## src/design/cpsr_defines.vh

```
// shared offsets, field positions and reset values for the core register block
`ifndef CPSR_DEFINES_VH
`define CPSR_DEFINES_VH
// register byte addresses on the bus
`define CPSR_ADDR_ACC    12'h000
`define CPSR_ADDR_PCLO   12'h004
`define CPSR_ADDR_TPLO   12'h008
`define CPSR_ADDR_TPHI   12'h00c
`define CPSR_ADDR_TLATCH 12'h010
`define CPSR_ADDR_FLAG   12'h014
`define CPSR_ADDR_PCFULL 12'h018
// flag bit positions
`define CPSR_BIT_C   0
`define CPSR_BIT_AC  1
`define CPSR_BIT_Z   2
`define CPSR_BIT_OV  3
`define CPSR_BIT_PDF 4
`define CPSR_BIT_TO  5
// writable arithmetic flag mask
`define CPSR_ARITH_MASK 8'h0f
// reset values
`define CPSR_RST_BYTE 8'h00
// alu operation codes
`define CPSR_OP_ADD  4'h0
`define CPSR_OP_ADC  4'h1
`define CPSR_OP_SUB  4'h2
`define CPSR_OP_SBC  4'h3
`define CPSR_OP_AND  4'h4
`define CPSR_OP_OR   4'h5
`define CPSR_OP_XOR  4'h6
`define CPSR_OP_RRC  4'h7
`define CPSR_OP_RLC  4'h8
`define CPSR_OP_INC  4'h9
`define CPSR_OP_DEC  4'ha
`define CPSR_OP_MOV  4'hb
// register select codes for the execution unit
`define CPSR_SEL_ACC  3'h0
`define CPSR_SEL_PCLO 3'h1
`define CPSR_SEL_TPLO 3'h2
`define CPSR_SEL_TPHI 3'h3
`define CPSR_SEL_FLAG 3'h4
`endif

```

## src/design/cpsr_regs.v

```verilog
// core working registers: accumulator, pc low, table pointers, flags
//
// Notes on behaviour
// [RQ1] every alu result is written into the working accumulator.
// [RQ2] no register-to-register move exists; data passes the accumulator.
// [RQ3] writing pc low jumps within the current page, upper bits kept.
// [RQ4] a write to pc low that jumps inserts one dummy pipeline cycle.
// [RQ5] table pointer low and high form the table address, inc/dec-able.
// [RQ6] software loads the table pointers before any table read.
// [RQ7] a table read puts the high byte in the latch, low byte to dest.
// [RQ8] z, ov, ac, c are writable; power-down and time-out are read only.
// [RQ9] writes to the flag register leave time-out and power-down alone.
// [RQ10] carry is set by add carry or subtract no-borrow, and by rotates.
// [RQ11] half carry is set by low-nibble carry or no nibble borrow.
// [RQ12] zero is set on an all-zero result and cleared otherwise; rotates leave zero unchanged here.
// [RQ13] overflow is the xor of carry into and out of the top bit.
// [RQ14] power-down clears at reset and clear-watchdog, sets on sleep.
// [RQ15] time-out sets on watchdog expiry, clears at reset, clear, sleep.
// [RQ16] the flag register is never saved automatically on call or irq.
// [RQ17] flag layout: to 5, pdf 4, ov 3, z 2, ac 1, c 0; 7:6 read zero.
//
// The AHB-Lite interface to the registers and the register addresses are this design's own decisions.
`timescale 1ns/1ps
`default_nettype none
`include "cpsr_defines.vh"

module cpsr_regs #(
  parameter PC_WIDTH = 12
) (
  // clock, reset, enable
  input  wire                CLOCK_IN,
  input  wire                RST_N_IN,
  input  wire                CLK_EN_IN,
  // ahb-lite slave
  input  wire                HSEL_IN,
  input  wire [11:0]         HADDR_IN,
  input  wire [1:0]          HTRANS_IN,
  input  wire                HWRITE_IN,
  input  wire [2:0]          HSIZE_IN,
  input  wire [31:0]         HWDATA_IN,
  input  wire                HREADY_IN,
  output wire [31:0]         HRDATA_OUT,
  output wire                HREADYOUT_OUT,
  output wire                HRESP_OUT,
  // execution unit: alu operation
  input  wire                ALU_EN_IN,
  input  wire [3:0]          ALU_OP_IN,
  input  wire [7:0]          ALU_OPERAND_IN,
  // execution unit: accumulator to register store
  input  wire                STORE_EN_IN,
  input  wire [2:0]          STORE_SEL_IN,
  // execution unit: table pointer step and table read
  input  wire                TP_INC_IN,
  input  wire                TP_DEC_IN,
  input  wire                TABLE_RD_IN,
  input  wire [15:0]         TABLE_WORD_IN,
  // execution unit: system events
  input  wire                CLEAR_WATCHDOG_INSTRUCTION_IN,
  input  wire                SLEEP_IN,
  input  wire                WDT_EXPIRE_IN,
  // execution unit: program counter
  input  wire                PC_ADVANCE_IN,
  // outputs toward the core
  output reg  [7:0]          ACC_OUT,
  output reg  [PC_WIDTH-1:0] PC_OUT,
  output reg  [15:0]         TABLE_ADDR_OUT,
  output reg  [7:0]          TABLE_LOW_OUT,
  output reg                 TABLE_LOW_VLD_OUT,
  output reg  [7:0]          FLAGS_OUT,
  output reg                 DUMMY_CYCLE_OUT
);

  // core registers
  reg [7:0] tplo;
  reg [7:0] tphi;
  reg [7:0] tlatch;
  reg       fc, fac, fz, fov, fpdf, fto;
  // ahb address phase capture
  reg        ph_act;
  reg        ph_wr;
  reg [11:0] ph_addr;
  reg [31:0] rdata;

  // flag register image, upper two bits read as zero
  function [7:0] flag_byte;
    input to, power_down_flag, ov, z, ac, c;
    begin
      flag_byte = {2'b00, to, power_down_flag, ov, z, ac, c}; // RQ17
    end
  endfunction

  // alu result, carry, half carry and overflow in one place
  reg [8:0] sum;
  reg [4:0] nib;
  reg [7:0] res;
  reg       nc, nac, nov, arith, rot;
  reg       cin7;
  always @* begin
    sum   = 9'h000;
    nib   = 5'h00;
    res   = 8'h00;
    nc    = fc;
    nac   = fac;
    nov   = fov;
    arith = 1'b0;
    rot   = 1'b0;
    cin7  = 1'b0;
    case (ALU_OP_IN)
      `CPSR_OP_ADD, `CPSR_OP_ADC: begin
        sum  = {1'b0, ACC_OUT} + {1'b0, ALU_OPERAND_IN} +
               {8'h00, (ALU_OP_IN == `CPSR_OP_ADC) & fc};
        nib  = {1'b0, ACC_OUT[3:0]} + {1'b0, ALU_OPERAND_IN[3:0]} +
               {4'h0, (ALU_OP_IN == `CPSR_OP_ADC) & fc};
        arith = 1'b1;
      end
      `CPSR_OP_SUB, `CPSR_OP_SBC: begin
        // subtract as add of complement: carry out means no borrow
        sum  = {1'b0, ACC_OUT} + {1'b0, ~ALU_OPERAND_IN} +
               {8'h00, (ALU_OP_IN == `CPSR_OP_SUB) | fc};
        nib  = {1'b0, ACC_OUT[3:0]} + {1'b0, ~ALU_OPERAND_IN[3:0]} +
               {4'h0, (ALU_OP_IN == `CPSR_OP_SUB) | fc};
        arith = 1'b1;
      end
      `CPSR_OP_AND: res = ACC_OUT & ALU_OPERAND_IN;
      `CPSR_OP_OR:  res = ACC_OUT | ALU_OPERAND_IN;
      `CPSR_OP_XOR: res = ACC_OUT ^ ALU_OPERAND_IN;
      `CPSR_OP_RRC: begin
        res = {fc, ALU_OPERAND_IN[7:1]};
        nc  = ALU_OPERAND_IN[0];
        rot = 1'b1;
      end
      `CPSR_OP_RLC: begin
        res = {ALU_OPERAND_IN[6:0], fc};
        nc  = ALU_OPERAND_IN[7];
        rot = 1'b1;
      end
      `CPSR_OP_INC: res = ALU_OPERAND_IN + 8'h01;
      `CPSR_OP_DEC: res = ALU_OPERAND_IN - 8'h01;
      `CPSR_OP_MOV: res = ALU_OPERAND_IN;
      default:      res = ACC_OUT;
    endcase
    if (arith) begin
      res  = sum[7:0];
      nc   = sum[8]; // RQ10
      nac  = nib[4]; // RQ11
      // carry into bit 7 recovered from the operand and result bits
      cin7 = sum[7] ^ ACC_OUT[7] ^
             (ALU_OP_IN[1] ? ~ALU_OPERAND_IN[7] : ALU_OPERAND_IN[7]);
      nov  = cin7 ^ sum[8]; // RQ13
    end
  end

  // ahb response: zero wait state, always okay
  assign HREADYOUT_OUT = 1'b1;
  assign HRESP_OUT     = 1'b0;
  assign HRDATA_OUT    = rdata;

  wire ahb_take = HSEL_IN & HREADY_IN & HTRANS_IN[1];
  wire ahb_wr   = ph_act & ph_wr;
  wire [7:0] wbyte = HWDATA_IN[7:0];
  wire core_flag_wr = STORE_EN_IN & (STORE_SEL_IN == `CPSR_SEL_FLAG);
  wire bus_flag_wr  = ahb_wr & (ph_addr == `CPSR_ADDR_FLAG);
  wire core_pc_wr   = STORE_EN_IN & (STORE_SEL_IN == `CPSR_SEL_PCLO);
  wire bus_pc_wr    = ahb_wr & (ph_addr == `CPSR_ADDR_PCLO);

  // bus address phase capture and read data
  always @(posedge CLOCK_IN or negedge RST_N_IN) begin
    if (!RST_N_IN) begin
      ph_act  <= 1'b0;
      ph_wr   <= 1'b0;
      ph_addr <= 12'h000;
      rdata   <= 32'h00000000;
    end else if (CLK_EN_IN) begin
      ph_act  <= ahb_take;
      ph_wr   <= HWRITE_IN;
      ph_addr <= HADDR_IN;
      if (ahb_take & ~HWRITE_IN) begin
        case (HADDR_IN)
          `CPSR_ADDR_ACC:    rdata <= {24'h000000, ACC_OUT};
          `CPSR_ADDR_PCLO:   rdata <= {24'h000000, PC_OUT[7:0]};
          `CPSR_ADDR_TPLO:   rdata <= {24'h000000, tplo};
          `CPSR_ADDR_TPHI:   rdata <= {24'h000000, tphi};
          `CPSR_ADDR_TLATCH: rdata <= {24'h000000, tlatch};
          `CPSR_ADDR_FLAG:   rdata <= {24'h000000, FLAGS_OUT};
          `CPSR_ADDR_PCFULL: rdata <= {{(32-PC_WIDTH){1'b0}}, PC_OUT};
          default:           rdata <= 32'h00000000;
        endcase
      end
    end
  end

  // accumulator: alu results land here, no path between other registers
  always @(posedge CLOCK_IN or negedge RST_N_IN) begin
    if (!RST_N_IN) begin
      ACC_OUT <= `CPSR_RST_BYTE;
    end else if (CLK_EN_IN) begin
      if (ALU_EN_IN) begin
        ACC_OUT <= res; // RQ1 RQ2
      end else if (ahb_wr & (ph_addr == `CPSR_ADDR_ACC)) begin
        ACC_OUT <= wbyte;
      end
    end
  end

  // program counter: pc low write jumps in page and costs one dummy cycle
  always @(posedge CLOCK_IN or negedge RST_N_IN) begin
    if (!RST_N_IN) begin
      PC_OUT          <= {PC_WIDTH{1'b0}};
      DUMMY_CYCLE_OUT <= 1'b0;
    end else if (CLK_EN_IN) begin
      DUMMY_CYCLE_OUT <= core_pc_wr | bus_pc_wr; // RQ4
      if (core_pc_wr) begin
        PC_OUT <= {PC_OUT[PC_WIDTH-1:8], ACC_OUT}; // RQ3 RQ2
      end else if (bus_pc_wr) begin
        PC_OUT <= {PC_OUT[PC_WIDTH-1:8], wbyte}; // RQ3
      end else if (PC_ADVANCE_IN & ~DUMMY_CYCLE_OUT) begin
        // the dummy cycle holds the counter while the new fetch starts
        PC_OUT <= PC_OUT + {{(PC_WIDTH-1){1'b0}}, 1'b1};
      end
    end
  end

  // table pointers and table high latch
  always @(posedge CLOCK_IN or negedge RST_N_IN) begin
    if (!RST_N_IN) begin
      tplo              <= `CPSR_RST_BYTE;
      tphi              <= `CPSR_RST_BYTE;
      tlatch            <= `CPSR_RST_BYTE;
      TABLE_LOW_OUT     <= `CPSR_RST_BYTE;
      TABLE_LOW_VLD_OUT <= 1'b0;
    end else if (CLK_EN_IN) begin
      TABLE_LOW_VLD_OUT <= TABLE_RD_IN;
      if (TABLE_RD_IN) begin
        tlatch        <= TABLE_WORD_IN[15:8]; // RQ7
        TABLE_LOW_OUT <= TABLE_WORD_IN[7:0]; // RQ7
      end
      // increment and decrement carry across the pointer pair
      if (TP_INC_IN) begin
        {tphi, tplo} <= {tphi, tplo} + 16'h0001; // RQ5
      end else if (TP_DEC_IN) begin
        {tphi, tplo} <= {tphi, tplo} - 16'h0001; // RQ5
      end else if (STORE_EN_IN & (STORE_SEL_IN == `CPSR_SEL_TPLO)) begin
        tplo <= ACC_OUT;
      end else if (STORE_EN_IN & (STORE_SEL_IN == `CPSR_SEL_TPHI)) begin
        tphi <= ACC_OUT;
      end else if (ahb_wr & (ph_addr == `CPSR_ADDR_TPLO)) begin
        tplo <= wbyte;
      end else if (ahb_wr & (ph_addr == `CPSR_ADDR_TPHI)) begin
        tphi <= wbyte;
      end
    end
  end

  // arithmetic flags: alu update wins over a direct write
  always @(posedge CLOCK_IN or negedge RST_N_IN) begin
    if (!RST_N_IN) begin
      fc  <= 1'b0;
      fac <= 1'b0;
      fz  <= 1'b0;
      fov <= 1'b0;
    end else if (CLK_EN_IN) begin
      if (ALU_EN_IN) begin
        fc  <= nc; // RQ10
        fac <= nac; // RQ11
        fov <= nov; // RQ13
        if (~rot) begin
          fz <= (res == 8'h00); // RQ12
        end
      end else if (core_flag_wr | bus_flag_wr) begin
        // only the low four bits are writable
        fc  <= core_flag_wr ? ACC_OUT[`CPSR_BIT_C]  : wbyte[`CPSR_BIT_C]; // RQ8
        fac <= core_flag_wr ? ACC_OUT[`CPSR_BIT_AC] : wbyte[`CPSR_BIT_AC];
        fz  <= core_flag_wr ? ACC_OUT[`CPSR_BIT_Z]  : wbyte[`CPSR_BIT_Z];
        fov <= core_flag_wr ? ACC_OUT[`CPSR_BIT_OV] : wbyte[`CPSR_BIT_OV];
      end
    end
  end

  // system flags: no store path reaches them, and nothing saves them
  always @(posedge CLOCK_IN or negedge RST_N_IN) begin
    if (!RST_N_IN) begin
      fpdf <= 1'b0; // RQ14
      fto  <= 1'b0; // RQ15
    end else if (CLK_EN_IN) begin
      if (SLEEP_IN) begin
        fpdf <= 1'b1; // RQ14 RQ9
      end else if (CLEAR_WATCHDOG_INSTRUCTION_IN) begin
        fpdf <= 1'b0; // RQ14
      end
      // an expiry in the same cycle as a clear is kept
      if (WDT_EXPIRE_IN) begin
        fto <= 1'b1; // RQ15
      end else if (CLEAR_WATCHDOG_INSTRUCTION_IN | SLEEP_IN) begin
        fto <= 1'b0; // RQ15 RQ9
      end
    end
  end

  // combinational views of the registers for the core
  always @* begin
    FLAGS_OUT      = flag_byte(fto, fpdf, fov, fz, fac, fc); // RQ16
    TABLE_ADDR_OUT = {tphi, tplo}; // RQ5
  end

endmodule // cpsr_regs
`default_nettype wire

```

## config.mk

```make
export PLATFORM = sky130hd
export DESIGN_NAME = cpsr_regs
export DESIGN_NICKNAME = d
export VERILOG_FILES = /design/src/design/cpsr_regs.v
export VERILOG_INCLUDE_DIRS = /design/src /design/src/design
export SDC_FILE = /design/constraint.sdc
export NUM_CORES = 1
export LEC_CHECK = 0
export ABC_CLOCK_PERIOD_IN_PS = 6700
export BUFFER_PORTS_ARGS = -buffer_cell sky130_fd_sc_hd__buf_2
export CORE_MARGIN = 1.5
export CORE_UTILIZATION = 40
export DETAILED_ROUTE_END_ITERATION = 12
export GPL_TIMING_DRIVEN = 0
export PLACE_DENSITY_LB_ADDON = 0.1
export REMOVE_ABC_BUFFERS = 1
export SETUP_SLACK_MARGIN = 0.15
export SLEW_MARGIN = 0
export SYNTH_ARGS = -nofsm -noshare
export SYNTH_HDL_FRONTEND = slang
export SYNTH_SLANG_ARGS = --single-unit
```

## constraint.sdc

```tcl
create_clock -name CLOCK_IN -period 6.7 [get_ports CLOCK_IN]
set_input_delay 0.335 -clock CLOCK_IN [delete_from_list [all_inputs] [get_ports CLOCK_IN]]
set_output_delay 0.335 -clock CLOCK_IN [all_outputs]
set_load 0.05 [all_outputs]
```

======== After elaboration in Yosys (flattened, before gate mapping) ========
Index checks and enable logic that the tools add are counted.
operators by class
  reductions and logical operators ........ 27
  add/sub/neg operators ................... 13
  equal/unequal tests ..................... 31
  bitwise gates (word level) .............. 32
  mux-type cells .......................... 45
operators by type and width
  kind                   number
  $mux 8                 17
  $pmux 12 s7            1
  $pmux 8 s9             1
  $eq 12x4->1 const B    4
  $eq 12x5->1 const B    4
  $eq 12x3->1 const B    2
  $logic_not 12->1       2
  $mux 1                 23
  $add 8x8->9            2
  $add 9x1->9            2
  $pmux 9 s2             1
  $add 16x1->16 const B  1
  $eq 4x3->1 const B     4
  $eq 4x4->1 const B     4
  $sub 16x1->16 const B  1
  $and 1x1->1            15
  $add 12x1->12 const B  1
  $reduce_and 2->1       6
  $reduce_and 3->1       4
  $add 4x4->5            2
  $add 5x1->5            2
  $pmux 5 s2             1
  $add 8x1->8 const B    1
  $and 8x8->8            1
  27 further kinds       46
word-level totals
  word-level logic and storage cells ...... 167
  register bits after elaboration ......... 106
  bits of input ports ..................... 95
  output and inout bits ................... 88

======== Depth between registers and ports, before layout ========
  depth in word-level cells ............... 9
  mapped depth ............................ 13
  depth with buffers taken out ............ 12

======== Least setup slack after synthesis ========
Ideal clock, no wire load.
  path kind ............................... reg2reg
  start ................................... register ACC_OUT[0]
  end ..................................... register fov (netlist: flag_byte.ov)
  setup slack ............................. 3.612 ns
  buffers on the path ..................... 0
  clock period less this slack ............ 3.088 ns
  arrival time ............................ 2.957 ns
  data required time ...................... 6.569 ns
  library setup time ...................... 0.131 ns
  stages on the path, launching flop included .. 12
  cell sequence ........................... dfrtp_1 inv_1 fa_1 inv_1 fa_1 nor3b_1 o31ai_1 a2111o_1 a31oi_1 xnor2_1 xnor2_1 o211ai_1
between the ends
  word-level cells in the longest chain between the ends .. 8
  elaborated cells on any way between the ends .. 10
  classes of those cells .................. add/sub (4); mux (3); bitwise (3)
ends and longest elaborated chain
  what                                   line                              RTL
  start, declared                        cpsr_regs.v:64                    output reg [7:0] ACC_OUT,
  start signal, assigned                 cpsr_regs.v:195                   ACC_OUT <= `CPSR_RST_BYTE;
  start signal, assigned                 cpsr_regs.v:198                   ACC_OUT <= res;
  start signal, assigned                 cpsr_regs.v:200                   ACC_OUT <= wbyte;
  $add 8x8->9, on equally long branches  cpsr_regs.v:118, cpsr_regs.v:110
  $add 9x1->9, on equally long branches  cpsr_regs.v:118, cpsr_regs.v:110
  $pmux 9 s2 (*)                         cpsr_regs.v:108                   case (ALU_OP_IN)
  $xor 1x1->1 (2 in series)              cpsr_regs.v:147                   cin7 = sum[7] ^ ACC_OUT[7] ^
  $xor 1x1->1 (*)                        cpsr_regs.v:149                   nov = cin7 ^ sum[8];
  $mux 1 (*)                             cpsr_regs.v:142                   if (arith) begin
  $mux 1 (*)                             cpsr_regs.v:262                   if (ALU_EN_IN) begin
  end signal, assigned                   cpsr_regs.v:265                   fov <= nov;
  end signal, assigned                   cpsr_regs.v:274                   fov <= core_flag_wr ? ACC_OUT[`CPSR_BIT_OV] : wbyte[`CPSR_BIT_OV];
  end, declared                          cpsr_regs.v:77                    reg fc, fac, fz, fov, fpdf, fto;
Every way passes the cells marked *; elsewhere a longest branch is shown, timed or not. The select of a mux whose other input is x is not followed.
A chain may end at the register's enable or synchronous reset.

======== Final worst setup path ========
  start ................................... input port ALU_OP_IN[1]
  end ..................................... register fz (netlist: flag_byte.z)
between the ends
  word-level cells in the longest chain between the ends .. 8
  elaborated cells on any way between the ends .. 30
  classes of those cells .................. add/sub (2); eq/ne (12); mux (7); bitwise (2); reduce/logical (7)
ends and longest elaborated chain
  what                                       line                              RTL
  start, declared                            cpsr_regs.v:47                    input wire [3:0] ALU_OP_IN,
  $eq 4x2->1 or $eq 4x1->1 (tied branches)   cpsr_regs.v:108
  $or 1x1->1 or $and 1x1->1 (tied branches)  cpsr_regs.v:119, cpsr_regs.v:111
  $add 9x1->9, on equally long branches      cpsr_regs.v:118, cpsr_regs.v:110
  $pmux 9 s2                                 cpsr_regs.v:108
  $mux 8                                     cpsr_regs.v:142
  $logic_not 8->1                            cpsr_regs.v:267                   fz <= (res == 8'h00);
  $mux 1                                     cpsr_regs.v:266                   if (~rot) begin
  $mux 1                                     cpsr_regs.v:262
  end signal, assigned                       cpsr_regs.v:267
  end signal, assigned                       cpsr_regs.v:273                   fz <= core_flag_wr ? ACC_OUT[`CPSR_BIT_Z] : wbyte[`CPSR_BIT_Z];
  end, declared                              cpsr_regs.v:77
Parallel ways exist; a longest one is shown, timed or not. The select of a mux whose other input is x is not followed.

==> impl_metrics.tcl <==
set metrics [dict create \
    crit_fanout 36 \
    crit_chain "buf_2, nor2b_1, a21oi_1, fa_1, inv_1, fa_1, nor3b_1, o311ai_0, o2111ai_1, xor2_1, a32oi_1, a2111oi_0, a31o_2" \
    ys_types 71 \
    avgViaCountPerCell 5.85 \
    clk_pin_slew_ns 0.07 \
    final_area_um2 8210 \
    leakage_nw 3.57 \
    layout_setup_ws_ns 2.97 \
    p_sw_share_pct 47.1 \
    antenna_found_initial 1 \
    skew_ns 0.00921 \
    route.met2.wl_um 10600 \
    fmax_mhz 268 \
    grt_pass1_vias 6145 \
    yosysWarnings 0 \
    hold_path.class "in -> reg" \
    wl_um 23500 \
    synth_area_leaders "dfrtp_1, o21ai_0, mux2_2, nand2_1, mux2i_1" \
    cts_resized 0 \
    synth_area_um2 7260 \
    synth_edf_count 0 \
    dieWidth_um 138 \
    critPathKind "in -> reg" \
    fin_crit_sh_pct 55.7 \
    critPathMaxStageDelay_ns 0.56 \
    r2r_end "flag_byte.z" \
    die_area_um2 19000 \
    wl_per_cell_um 19.6 \
    area_delta_synth_final_pct 13.0 \
    cts_tree "built" \
    async_reset_ff_share_pct 100 \
    dp_worst_setup_slack_ns 2.57 \
    rr_worst_depth 10 \
    rsz0062_at_grt "false" \
    arrival_ns 4.01 \
    clk_path_buf_depth 2 \
    ant_nets 0 \
    grt_overflow_total 0 \
    diodes 0 \
    fillers 1843 \
    clkLatencyLatePin_ns 0.35 \
    tightest_slew_ns 1.32 \
    drive_gt1_share_pct 20.4 \
    vias 6992 \
    gp_congestion 0.874 \
    clock-sinks 86 \
    fp.dieH_um 138 \
    synth_top_area_share_pct 29.6 \
    num_rows 49 \
    synth.ff_latch_count 86 \
    hold_end "TABLE_LOW_OUT[5]" \
    ys_seq_area_share_pct 29.6 \
    grt_max_degree 65 \
    grt_pass1_wl_um 35600 \
    slew_viol_final 0 \
    postCtsSetupBuffers 0 \
    start_util_pct 40.6 \
    slew-limit-headroom_pct 11.0 \
    clockPowerShare_pct 23.5 \
    hold_depth 2 \
    hold_viol 0 \
    hpwl_um 17200 \
    required_ns 6.98 \
    hold_buffers 1 \
    root_buffer "clkbuf_16" \
    grt_usage_pct 24.7 \
    firstDrtPassIters 8 \
    drc_errors 0 \
    rr_startpoint "fc" \
    min-delay-start "TABLE_WORD_IN[5]" \
    drv_cap 0 \
    internal_power_mw 1.14 \
    core_um2 17900 \
    postPlaceCellArea_um2 7890 \
    reg2reg_slack_ns 3.29 \
    netlist_top_cells_count "nand2_1, dfrtp_1, o21ai_0" \
    numPortBuffers 130 \
    postSynthAreaPerCell_um2 8.19 \
    utilization_pct 45.8 \
    nets 1088 \
    outcome "completed" \
    htree_levels 3 \
    startpoint_type "primary input" \
    cts-buffers-inserted 9 \
    min_period_ns 3.73 \
    io_pins 183 \
    crit_path_frequent_cell "fa_1" \
    netlist_instances 887 \
    synth_top_area_cell "dfrtp_1" \
    wl_met1_um 11100 \
    endpoint_kind "flop" \
    p_comb_share_pct 40.5 \
    pwr-share-seq_pct 36.0 \
    hold-worst-slack_ns 0.213 \
    top_layer "met5" \
    p_switching_mw 1.01 \
    powerDensity_nw_per_um2 262 \
    ir_drop_mv 0.182 \
    drtIter0Drc 496 \
    routed-wl-met3_um 1440 \
    final.setup.tns_ns 0 \
    synth.most_common_cell "nand2_1" \
    finalSetupViolCount 0 \
    slowest_stage "a2111oi_0" \
    ys.flop_type "dfrtp_1" \
]
==> power by group through the flow <==
stage	combinational (mW)	clock [mW]	sequential (mW)
4_1_cts	0.869	0.520	0.768
2_1_floorplan	0.398	0	0.945
5_1_grt	0.944	0.540	0.786
6_report	0.871	0.505	0.773
3_3_place_gp	0.859	0	0.778
3_5_place_dp	0.865	0	0.779
==> routing by layer <==
metal / global-route usage, % / vias to the layer above
li1: - / 3326
met1: 36.5 / 3388
met2: 38.1 / 251
met3: 3.86 / 25
met4: 4.92 / 2
met5: 0 / -
==> through the flow <==
step / power [mW] / instances
detailed placement: 1.64 / 1178
floorplan: 1.34 / 815
finish: 2.15 / 1196
global route: 2.27 / 1196
CTS: 2.16 / 1195
global placement: 1.64 / 1174
==> state kept, by name (all words and copies together) (netlist names), 8 cells and up <==
register	cells
tphi	8
HRDATA_OUT	12
ph_addr	12
tplo	8
PC_OUT	12
tlatch	8
ACC_OUT	8
TABLE_LOW_OUT	8
==> how the worst max path moves through the flow <==
stage	from	end	slack, ns	depth (start not counted)
6_report	ALU_OP_IN[1]	flag_byte.z	2.97	13
2_1_floorplan	ACC_OUT[0]	flag_byte.ov	3.61	11
3_3_place_gp	STORE_EN_IN	PC_OUT[0]	2.12	5
5_1_grt	ALU_OP_IN[1]	flag_byte.z	2.66	13
4_1_cts	ALU_OP_IN[1]	flag_byte.z	2.92	11
3_5_place_dp	ALU_OP_IN[1]	flag_byte.z	2.57	11
==> cell type report <==
type | count | area, um^2 | share of cell area (%)
Clock buffer | 9 | 225 | 2.74
Clock inverter | 7 | 75.1 | 0.915
Inverter | 33 | 124 | 1.51
Multi-Input combinational cell | 696 | 4620 | 56.3
Sequential cell | 86 | 2150 | 26.2
Tap cell | 229 | 287 | 3.49
Timing Repair Buffer | 136 | 722 | 8.80
==> critical path: cells and delay by family <==
family	cells	cell delay (ns)
AO/OA/AOI/OAI	6	1.51
AND/OR/NAND/NOR	2	0.76
adder cells (fa/ha/maj)	2	0.61
buffers and inverters	2	0.62
XOR/XNOR	1	0.17
==> placed cells by master (no fill, tap or decap), types with 6 or more instances in the layout <==
cell and n:
o21ai_0 78, nor2_1 59, clkbuf_16 9, xnor2_1 23
a21o_1 6, nand3b_1 8, nor3_1 18, inv_1 33
and3_1 8, o211ai_1 6, a22o_1 6, or3_1 6
nor2b_1 15, a21oi_1 60, a211oi_1 15, buf_2 129
nor4_1 9, nand3_1 31, nand4_1 7, mux2i_1 34
dfrtp_1 86, mux2_2 34, o22ai_1 10, a222oi_1 7
nand2_1 94, o31ai_1 6, a31oi_1 9, ha_1 27
xor2_1 12, conb_1 24
==> logic make-up after synthesis <==
logic type / count (synthesis) / synth area share [%]
flops: 86 / 29.6
xor+xnor: 35 / 4.22
other cells: 2 / 0.103
compound gates: 257 / 22.8
mux: 68 / 9.96
buf+inv: 127 / 8.39
fa+ha+maj: 31 / 5.75
simple gates: 281 / 19.2
(Power assumes the default switching activity.)
